===== src/shared/ind_pkg.sv =====
// Purpose: Shared constants and types for indicator blink and pin routing
// Assumes: 40 MHz core clock, 16-bit management registers
// Notes: Field layouts are carried by the packed structs below
package ind_pkg;
  // ==========================================================
  // Register map
  localparam logic [15:0] PIN_ROUTE_ADDR = 16'h8c56;
  localparam logic [15:0] IND0_TIME_ADDR = 16'h8c80;
  localparam logic [15:0] IND1_TIME_ADDR = 16'h8c81;
  localparam logic [15:0] PIN_ROUTE_RESET = 16'h00fe;
  localparam logic [15:0] BLINK_TIME_RESET = 16'h3636;
  localparam logic [15:0] PIN_ROUTE_WMASK = 16'h00ff;
  localparam logic [15:0] RDATA_NONE = 16'h0000;

  typedef struct packed {
    logic [7:0] lit_ticks;
    logic [7:0] dark_ticks;
  } blink_time_t;

  typedef struct packed {
    logic [7:0] reserved;
    logic [1:0] timestamp_timer_out_route;
    logic [1:0] ts_capture_route;
    logic [2:0] ind1_pin_route;
    logic link_out_polarity;
  } pin_route_t;

  // ==========================================================
  // Route codes
  localparam logic [2:0] IND1_ROUTE_IND = 3'h0;
  localparam logic [2:0] IND1_ROUTE_TX_ER = 3'h1;
  localparam logic [2:0] IND1_ROUTE_TX_EN = 3'h2;
  localparam logic [2:0] IND1_ROUTE_TX_CLK = 3'h3;
  localparam logic [2:0] IND1_ROUTE_TXD0 = 3'h4;
  localparam logic [2:0] IND1_ROUTE_TXD2 = 3'h5;
  localparam logic [2:0] IND1_ROUTE_LINK = 3'h6;
  localparam logic [2:0] IND1_ROUTE_OFF = 3'h7;
  localparam logic [1:0] TMR_ROUTE_RXD1 = 2'h0;
  localparam logic [1:0] TMR_ROUTE_IND0 = 2'h1;
  localparam logic [1:0] TMR_ROUTE_IRQ = 2'h2;
  localparam logic [1:0] CAPT_ROUTE_TXD1 = 2'h0;
  localparam logic [1:0] CAPT_ROUTE_IND1 = 2'h1;
  localparam logic [1:0] CAPT_ROUTE_MDIO = 2'h2;

  // ==========================================================
  // Sources, phases, timing
  typedef enum logic [1:0] {SRC_LINK_ACT, SRC_ACT_ONLY, SRC_ON, SRC_OFF} ind_source_t;
  typedef enum logic {PH_DARK, PH_LIT} phase_t;

  localparam int unsigned TICK_MS = 4;
  localparam int unsigned CLK_HZ = 40_000_000;
  localparam int unsigned TICK_CYCLES = CLK_HZ / 1000 * TICK_MS;
  localparam logic [7:0] LAST_TICK = 8'h01;
  localparam logic [7:0] NO_TICKS = 8'h00;

  typedef struct packed {
    logic tx_er;
    logic tx_en;
    logic tx_clk;
    logic txd0;
    logic txd1;
    logic txd2;
    logic ind1_in;
    logic mdio_in;
  } pin_in_t;
endpackage : ind_pkg


===== src/logic/indicator_blink_and_pin_routing.sv =====
// Purpose: Two-indicator blink timing and digital pin routing
// Assumes: Management port is synchronous to core_clk; pins_in is asynchronous
// Notes: Every output is registered, so pins lag their cause by at least one cycle
//
// Summary of operation
// - Indicator 0 lit count, bits 15:8
// - Indicator 0 dark count, bits 7:0
// - Indicator 1 lit count, bits 15:8
// - Indicator 1 dark count, reset 0x36
// - Mode 0 blinks dark first, then lit
// - Mode 1 blinks lit first, then dark
// - Both counts zero shows source live
// - Link source: lit on idle link, blinks on activity, dark without link
// - Activity source: dark idle, blinks on activity
// - Indicator 1 pin routing, 111 disables
// - Timestamp timer output pin routing
// - Timestamp capture input pin routing
// - Mode bit selects blink ordering style
// - Disabled indicator stays off
`timescale 1ns/100ps
module indicator_blink_and_pin_routing #(
  parameter int unsigned TICK_CYCLES = ind_pkg::TICK_CYCLES
) (
  input wire logic core_clk,
  input wire logic rst,
  input wire logic [15:0] mgmt_addr,
  input wire logic [15:0] mgmt_wdata,
  input wire logic mgmt_wr,
  input wire logic mgmt_rd,
  output logic [15:0] mgmt_rdata,
  output logic mgmt_rvalid,
  input wire logic link_up,
  input wire logic [1:0] activity,
  input wire logic [1:0] ind_enable,
  input wire logic [1:0] ind_blink_mode,
  input wire ind_pkg::ind_source_t ind0_source_select,
  input wire ind_pkg::ind_source_t ind1_source_select,
  input wire logic irq_in_n,
  input wire logic timestamp_timer_out,
  input wire ind_pkg::pin_in_t pins_in,
  output logic indicator0_pin,
  output logic indicator1_pin_out,
  output logic indicator1_pin_oe,
  output logic rxd1_ts_out,
  output logic rxd1_ts_oe,
  output logic irq_pin_n,
  output logic link_state_out,
  output logic timestamp_capture_in,
  output logic ts_capture_valid
);
  localparam int TW = $clog2(TICK_CYCLES);

  ind_pkg::blink_time_t time_reg [2];
  ind_pkg::pin_route_t route_reg;
  ind_pkg::pin_in_t pin_s1_reg;
  ind_pkg::pin_in_t pin_s2_reg;
  ind_pkg::phase_t phase_reg [2];
  ind_pkg::ind_source_t src [2];
  logic [7:0] cnt_reg [2];
  logic [TW-1:0] tick_cnt_reg;
  logic tick_reg;
  logic [1:0] run;
  logic [1:0] live;
  logic [1:0] ind_on_reg;
  logic ind1_pin_next;
  logic capt_next;

  // Start phase follows the mode bit
  function automatic ind_pkg::phase_t start_phase(input logic mode);
    start_phase = mode ? ind_pkg::PH_LIT : ind_pkg::PH_DARK;
  endfunction : start_phase

  function automatic logic ind_level(input ind_pkg::ind_source_t s, input logic lnk,
                                     input logic act, input logic lv, input logic lit);
    case (s)
      ind_pkg::SRC_LINK_ACT: ind_level = lnk && (!act || (!lv && lit));
      ind_pkg::SRC_ACT_ONLY: ind_level = act && (lv || lit);
      ind_pkg::SRC_ON: ind_level = 1'b1;
      default: ind_level = 1'b0;
    endcase
  endfunction : ind_level

  assign src[0] = ind0_source_select;
  assign src[1] = ind1_source_select;

  always_comb begin
    for (int i = 0; i < 2; i++) begin
      live[i] = (time_reg[i] == '0);
      run[i] = activity[i] && !live[i] &&
               ((src[i] == ind_pkg::SRC_ACT_ONLY) ||
                (src[i] == ind_pkg::SRC_LINK_ACT && link_up));
    end
  end

  // ==========================================================
  // Input pin synchroniser
  always_ff @(posedge core_clk) begin
    if (rst) begin
      pin_s1_reg <= '0;
      pin_s2_reg <= '0;
    end else begin
      pin_s1_reg <= pins_in;
      pin_s2_reg <= pin_s1_reg;
    end
  end

  // ==========================================================
  // Management registers
  always_ff @(posedge core_clk) begin
    if (rst) begin
      time_reg[0] <= ind_pkg::BLINK_TIME_RESET;
      time_reg[1] <= ind_pkg::BLINK_TIME_RESET;
      route_reg <= ind_pkg::PIN_ROUTE_RESET;
    end else if (mgmt_wr) begin
      if (mgmt_addr == ind_pkg::IND0_TIME_ADDR) begin
        time_reg[0] <= mgmt_wdata;
      end else if (mgmt_addr == ind_pkg::IND1_TIME_ADDR) begin
        time_reg[1] <= mgmt_wdata;
      end else if (mgmt_addr == ind_pkg::PIN_ROUTE_ADDR) begin
        route_reg <= mgmt_wdata & ind_pkg::PIN_ROUTE_WMASK;
      end
    end
  end

  always_ff @(posedge core_clk) begin
    if (rst) begin
      mgmt_rdata <= ind_pkg::RDATA_NONE;
      mgmt_rvalid <= 1'b0;
    end else begin
      mgmt_rvalid <= mgmt_rd;
      if (!mgmt_rd) begin
        mgmt_rdata <= ind_pkg::RDATA_NONE;
      end else if (mgmt_addr == ind_pkg::IND0_TIME_ADDR) begin
        mgmt_rdata <= time_reg[0];
      end else if (mgmt_addr == ind_pkg::IND1_TIME_ADDR) begin
        mgmt_rdata <= time_reg[1];
      end else if (mgmt_addr == ind_pkg::PIN_ROUTE_ADDR) begin
        mgmt_rdata <= route_reg;
      end else begin
        mgmt_rdata <= ind_pkg::RDATA_NONE;
      end
    end
  end

  // ==========================================================
  // 4 ms tick prescaler
  always_ff @(posedge core_clk) begin
    if (rst) begin
      tick_cnt_reg <= '0;
      tick_reg <= 1'b0;
    end else if (tick_cnt_reg == TW'(TICK_CYCLES - 1)) begin
      tick_cnt_reg <= '0;
      tick_reg <= 1'b1;
    end else begin
      tick_cnt_reg <= tick_cnt_reg + 1'b1;
      tick_reg <= 1'b0;
    end
  end

  // ==========================================================
  // Blink phase engines
  // Idle engines sit armed at their start phase, so a burst always
  // opens with its start phase rather than mid-cycle.
  always_ff @(posedge core_clk) begin
    if (rst) begin
      for (int i = 0; i < 2; i++) begin
        phase_reg[i] <= ind_pkg::PH_DARK;
        cnt_reg[i] <= ind_pkg::NO_TICKS;
      end
    end else begin
      for (int i = 0; i < 2; i++) begin
        if (!run[i]) begin
          phase_reg[i] <= start_phase(ind_blink_mode[i]);
          cnt_reg[i] <= ind_blink_mode[i] ? time_reg[i].lit_ticks
                                           : time_reg[i].dark_ticks;
        end else if (tick_reg) begin
          if (cnt_reg[i] <= ind_pkg::LAST_TICK) begin
            phase_reg[i] <= (phase_reg[i] == ind_pkg::PH_LIT) ? ind_pkg::PH_DARK
                                                               : ind_pkg::PH_LIT;
            cnt_reg[i] <= (phase_reg[i] == ind_pkg::PH_LIT) ? time_reg[i].dark_ticks
                                                             : time_reg[i].lit_ticks;
          end else begin
            cnt_reg[i] <= cnt_reg[i] - 1'b1;
          end
        end
      end
    end
  end

  always_ff @(posedge core_clk) begin
    if (rst) begin
      ind_on_reg <= '0;
    end else begin
      for (int i = 0; i < 2; i++) begin
        ind_on_reg[i] <= ind_enable[i] &&
                         ind_level(src[i], link_up, activity[i], live[i],
                                   phase_reg[i] == ind_pkg::PH_LIT);
      end
    end
  end

  // ==========================================================
  // Pin routing
  always_comb begin
    case (route_reg.ind1_pin_route)
      ind_pkg::IND1_ROUTE_IND: ind1_pin_next = ind_on_reg[1];
      ind_pkg::IND1_ROUTE_TX_ER: ind1_pin_next = pin_s2_reg.tx_er;
      ind_pkg::IND1_ROUTE_TX_EN: ind1_pin_next = pin_s2_reg.tx_en;
      ind_pkg::IND1_ROUTE_TX_CLK: ind1_pin_next = pin_s2_reg.tx_clk;
      ind_pkg::IND1_ROUTE_TXD0: ind1_pin_next = pin_s2_reg.txd0;
      ind_pkg::IND1_ROUTE_TXD2: ind1_pin_next = pin_s2_reg.txd2;
      ind_pkg::IND1_ROUTE_LINK: ind1_pin_next = link_up ^ route_reg.link_out_polarity;
      default: ind1_pin_next = 1'b0;
    endcase
    case (route_reg.ts_capture_route)
      ind_pkg::CAPT_ROUTE_TXD1: capt_next = pin_s2_reg.txd1;
      ind_pkg::CAPT_ROUTE_IND1: capt_next = pin_s2_reg.ind1_in;
      ind_pkg::CAPT_ROUTE_MDIO: capt_next = pin_s2_reg.mdio_in;
      default: capt_next = 1'b0;
    endcase
  end

  always_ff @(posedge core_clk) begin
    if (rst) begin
      indicator0_pin <= 1'b0;
      indicator1_pin_out <= 1'b0;
      indicator1_pin_oe <= 1'b0;
      rxd1_ts_out <= 1'b0;
      rxd1_ts_oe <= 1'b0;
      irq_pin_n <= 1'b1;
      link_state_out <= 1'b0;
      timestamp_capture_in <= 1'b0;
      ts_capture_valid <= 1'b0;
    end else begin
      indicator0_pin <= (route_reg.timestamp_timer_out_route == ind_pkg::TMR_ROUTE_IND0) ?
                        timestamp_timer_out : ind_on_reg[0];
      indicator1_pin_out <= ind1_pin_next;
      // Pin turns input when it carries the capture signal
      indicator1_pin_oe <= (route_reg.ind1_pin_route != ind_pkg::IND1_ROUTE_OFF) &&
                           (route_reg.ts_capture_route != ind_pkg::CAPT_ROUTE_IND1);
      rxd1_ts_out <= timestamp_timer_out;
      rxd1_ts_oe <= (route_reg.timestamp_timer_out_route == ind_pkg::TMR_ROUTE_RXD1);
      irq_pin_n <= (route_reg.timestamp_timer_out_route == ind_pkg::TMR_ROUTE_IRQ) ?
                   timestamp_timer_out : irq_in_n;
      link_state_out <= link_up ^ route_reg.link_out_polarity;
      timestamp_capture_in <= capt_next;
      ts_capture_valid <= !route_reg.ts_capture_route[1] ||
                          !route_reg.ts_capture_route[0];
    end
  end
endmodule : indicator_blink_and_pin_routing


===== config.mk =====
export PLATFORM = sky130hd
export DESIGN_NAME = indicator_blink_and_pin_routing
export DESIGN_NICKNAME = d
export VERILOG_FILES = /design/src/shared/ind_pkg.sv /design/src/logic/indicator_blink_and_pin_routing.sv
export SDC_FILE = /design/constraint.sdc
export NUM_CORES = 1
export LEC_CHECK = 0
export BUFFER_PORTS_ARGS = -buffer_cell sky130_fd_sc_hd__buf_2
export CAP_MARGIN = 25
export CORE_MARGIN = 3
export CORE_UTILIZATION = 55
export CTS_CLUSTER_DIAMETER = 200
export CTS_CLUSTER_SIZE = 25
export DETAILED_ROUTE_END_ITERATION = 6
export PLACE_DENSITY = 0.78
export SYNTH_ARGS = -nofsm -noshare
export SYNTH_HDL_FRONTEND = slang
export SYNTH_SLANG_ARGS = --single-unit

===== constraint.sdc =====
create_clock -name core_clk -period 2.2 [get_ports core_clk]
set_input_delay 0.22 -clock core_clk [delete_from_list [all_inputs] [get_ports core_clk]]
set_output_delay 0.22 -clock core_clk [all_outputs]
set_load 0.005 [all_outputs]

==> metrics <==
status=finished clean; share of total power in combinational logic=8.9%; Synth Cell Area=0.00546 mm²; final std cells w/o fill=785; Async SR Flop Fraction=0%; crit path capture type=flip-flop; die width=106 µm; total track usage=roughly a quarter; WS Path Type=reg2reg; Mapped Avg Cell Area=10.5 µm²; ANT nets after route=0; Worst EP required=2.45 ns; ys flop type=dfxtp_1; Slew Viols, Final=0; register area share after synthesis=53.6%; Setup crit start kind=flip-flop; drt total wl=around 14,000 µm; first-pass GRT wire length=about 22,000 µm; Vias=4,519; Ys Warns=0; # DRC=0; clk_lat worst skew=0.51 ns; Hold Crit Class=in2reg; share of post-route cells with drive strength above 1=approximately a quarter; Net Sw Frac=around a quarter; Final Hold Vio Count=0; n_diodes=0; worst vdd ir=0.000643 V; CTS root buf=clkbuf_8; die footprint=0.0112 mm²; initial antenna violation count=0; Site Rows=35; Core ar.=0.00946 mm²; Mapped Cells=520; max FFs per register=32; Post-synth EDFFs=50; NetSw=1410 µW; critical path arrival=2.35 ns; gp weighted congestion=approximately 0.84; Tcrit/Tclk final=95.3%; clk sink count=121; global-route met1 utilization=30.1%; Mapped Nets=just under 600; Final WS setup=approximately 0.10 ns; Die Y=106 µm; DRT Pass-1 Iters=5; Initial Util=57.7%; Vias/cell=5.76; placed cell count=734; DP Wirelength=between 9000 and 10,000 µm; DRT iter0 DRCs=333; CP max FO=15; CTS H-tree lvls=4; fill count=698; met2 Use GR=41.1%; dpl ws=0.0136 ns; Inserted Clock Buffers=17; Slew HR=56.4%; I/O Pins=83; Slew @ Worst Pin=0.648 ns; Post-layout nets=705; GRT busiest layer=met2; Layout Skew=0.00541 ns; Flop pwr share=between 40% and 50%; RSZ-0062 raised after global routing=no; Clock Power Share=46.4%; PwrDens=between 800 and 900 mW/mm²; clk slew on worst S/H paths=0.06 ns; Multi-input gate area=0.00242 mm²; Yosys reg bits=121; area growth from synthesis to layout=26.0%; Unique masters post-synth=between 50 and 60; Pint=4230 µW; number of buffers added on ports=82; Max Root-Sink Buffers=2; Max Cap Viol=0; GR Util met3=6.74%; vias in the first global route=4,483; fin crit period=2.10 ns; Wirelength per Cell=17.3 µm; FF+latch area=0.00292 mm²; setup total negative slack=0 ns; setup violators final=0; TritonCTS clock tree=done; largest net degree at the start of global routing=27; GR Overflow Total=0; Lkg Pwr=0.00283 µW; Max Freq=477 MHz
-- cell usage in the layout (no fill, tap or decap), drive strengths merged, types with 12 or more instances in the layout --
cell type,count
nor2b,21
o21ai,12
dlygate4sd3,19
nor4,12
buf,104
edfxtp,50
nor2,60
clkbuf,18
nand2,43
inv,20
dfxtp,71
nand2b,13
nand3,28
xnor2,13
a21oi,13
mux2i,42
-- worst paths after layout --
check	startpoint	endpoint	slack [ns]	cells past startpoint
hold / removal	mgmt_wdata[3]	route_reg[3]	0.006	3
setup reg to reg	cnt_reg[1][2]	cnt_reg[1][3]	0.10	6
setup / recovery	cnt_reg[1][2]	cnt_reg[1][3]	0.10	6
hold reg to reg	pin_s1_reg[6]	pin_s2_reg[6]	0.44	1
-- metal layers --
layer  vias up  wire [µm]
met5         -          0
met4         0        347
met3        32       1170
met2       224       6620
met1      2117       5420
li1       2146          -
-- critical path, stage by stage (launching register included) --
cell and delay [ns]:
edfxtp_1 0.45, or4_4 0.58, nor4_4 0.28, buf_4 0.25, nand2_1 0.08, o21ai_1 0.10, o22ai_1 0.10
-- stage by stage --
stage,hold WS [ns],total power [µW],area (µm²),util [%]
floorplan,0.345,2840,5460,-
finish,0.00604,5640,6870,72.7
global route,0.00528,5820,6870,72.7
global placement,0.418,3000,6110,64.6
detailed placement,0.426,3030,6110,64.6
CTS,0.00134,5650,6860,72.5
-- power groups by stage --
stage	logic [µW]	registers, µW	clock network (µW)
2_1_floorplan	315	2530	0
3_3_place_gp	445	2560	0
3_5_place_dp	461	2570	0
4_1_cts	493	2520	2640
5_1_grt	552	2530	2740
6_report	500	2520	2620
-- cells by family (layout without fill, tap and decap cells) --
logic type / after synthesis / after routing / synth area share, %
DFF: 121 / 121 / 53.6
AOI/OAI and AO/OA: 64 / 64 / 8.35
and+or+nand+nor: 231 / 231 / 22.1
muxes: 46 / 46 / 8.73
xor gates and xnor gates: 24 / 24 / 3.85
buffers and inverters: 29 / 165 / 2.25
adders and majority gates: 5 / 5 / 1.15
-- repair_timing --
item | 4_1_cts | 5_1_grt
gates resized for setup | 0 | 5
endpoints found under the setup margin | 0 | 13
endpoints found under the hold margin | 19 | 0
hold buffers | 19 | 0
setup buffers | 0 | 0
-- cell usage after synthesis, drive strengths merged, types with 3 or more instances --
library cell	number	area (µm²)
inv	10	37.5
mux2	3	33.8
xor2	11	96.3
a222oi	8	80.1
o21ai	12	67.6
nor4	12	90.1
mux2i	42	420
nand4	8	50.1
or4	3	27.5
dfxtp	71	1420
nor3	11	75.1
and3	7	45.1
nand2b	13	81.3
xnor2	13	114
a211oi	5	37.5
a21oi	13	65.1
nor2b	21	131
nor2	60	225
edfxtp	50	1500
ha	5	62.6
buf	7	40.0
nand3	28	140
or3	4	26.3
and2	11	68.8
clkbuf	12	45.0
nand2	43	161
o22ai	9	56.3
-- final cells by class --
cell class	count	area share [%]
tap	129	2.35
multi-input combinational	370	35.3
clock inverter	14	1.95
timing repair buffer	123	11.1
clock buffer	18	6.22
sequential	121	42.5
inverter	10	0.546
Note: power is estimated with default switching activity, not from simulation.
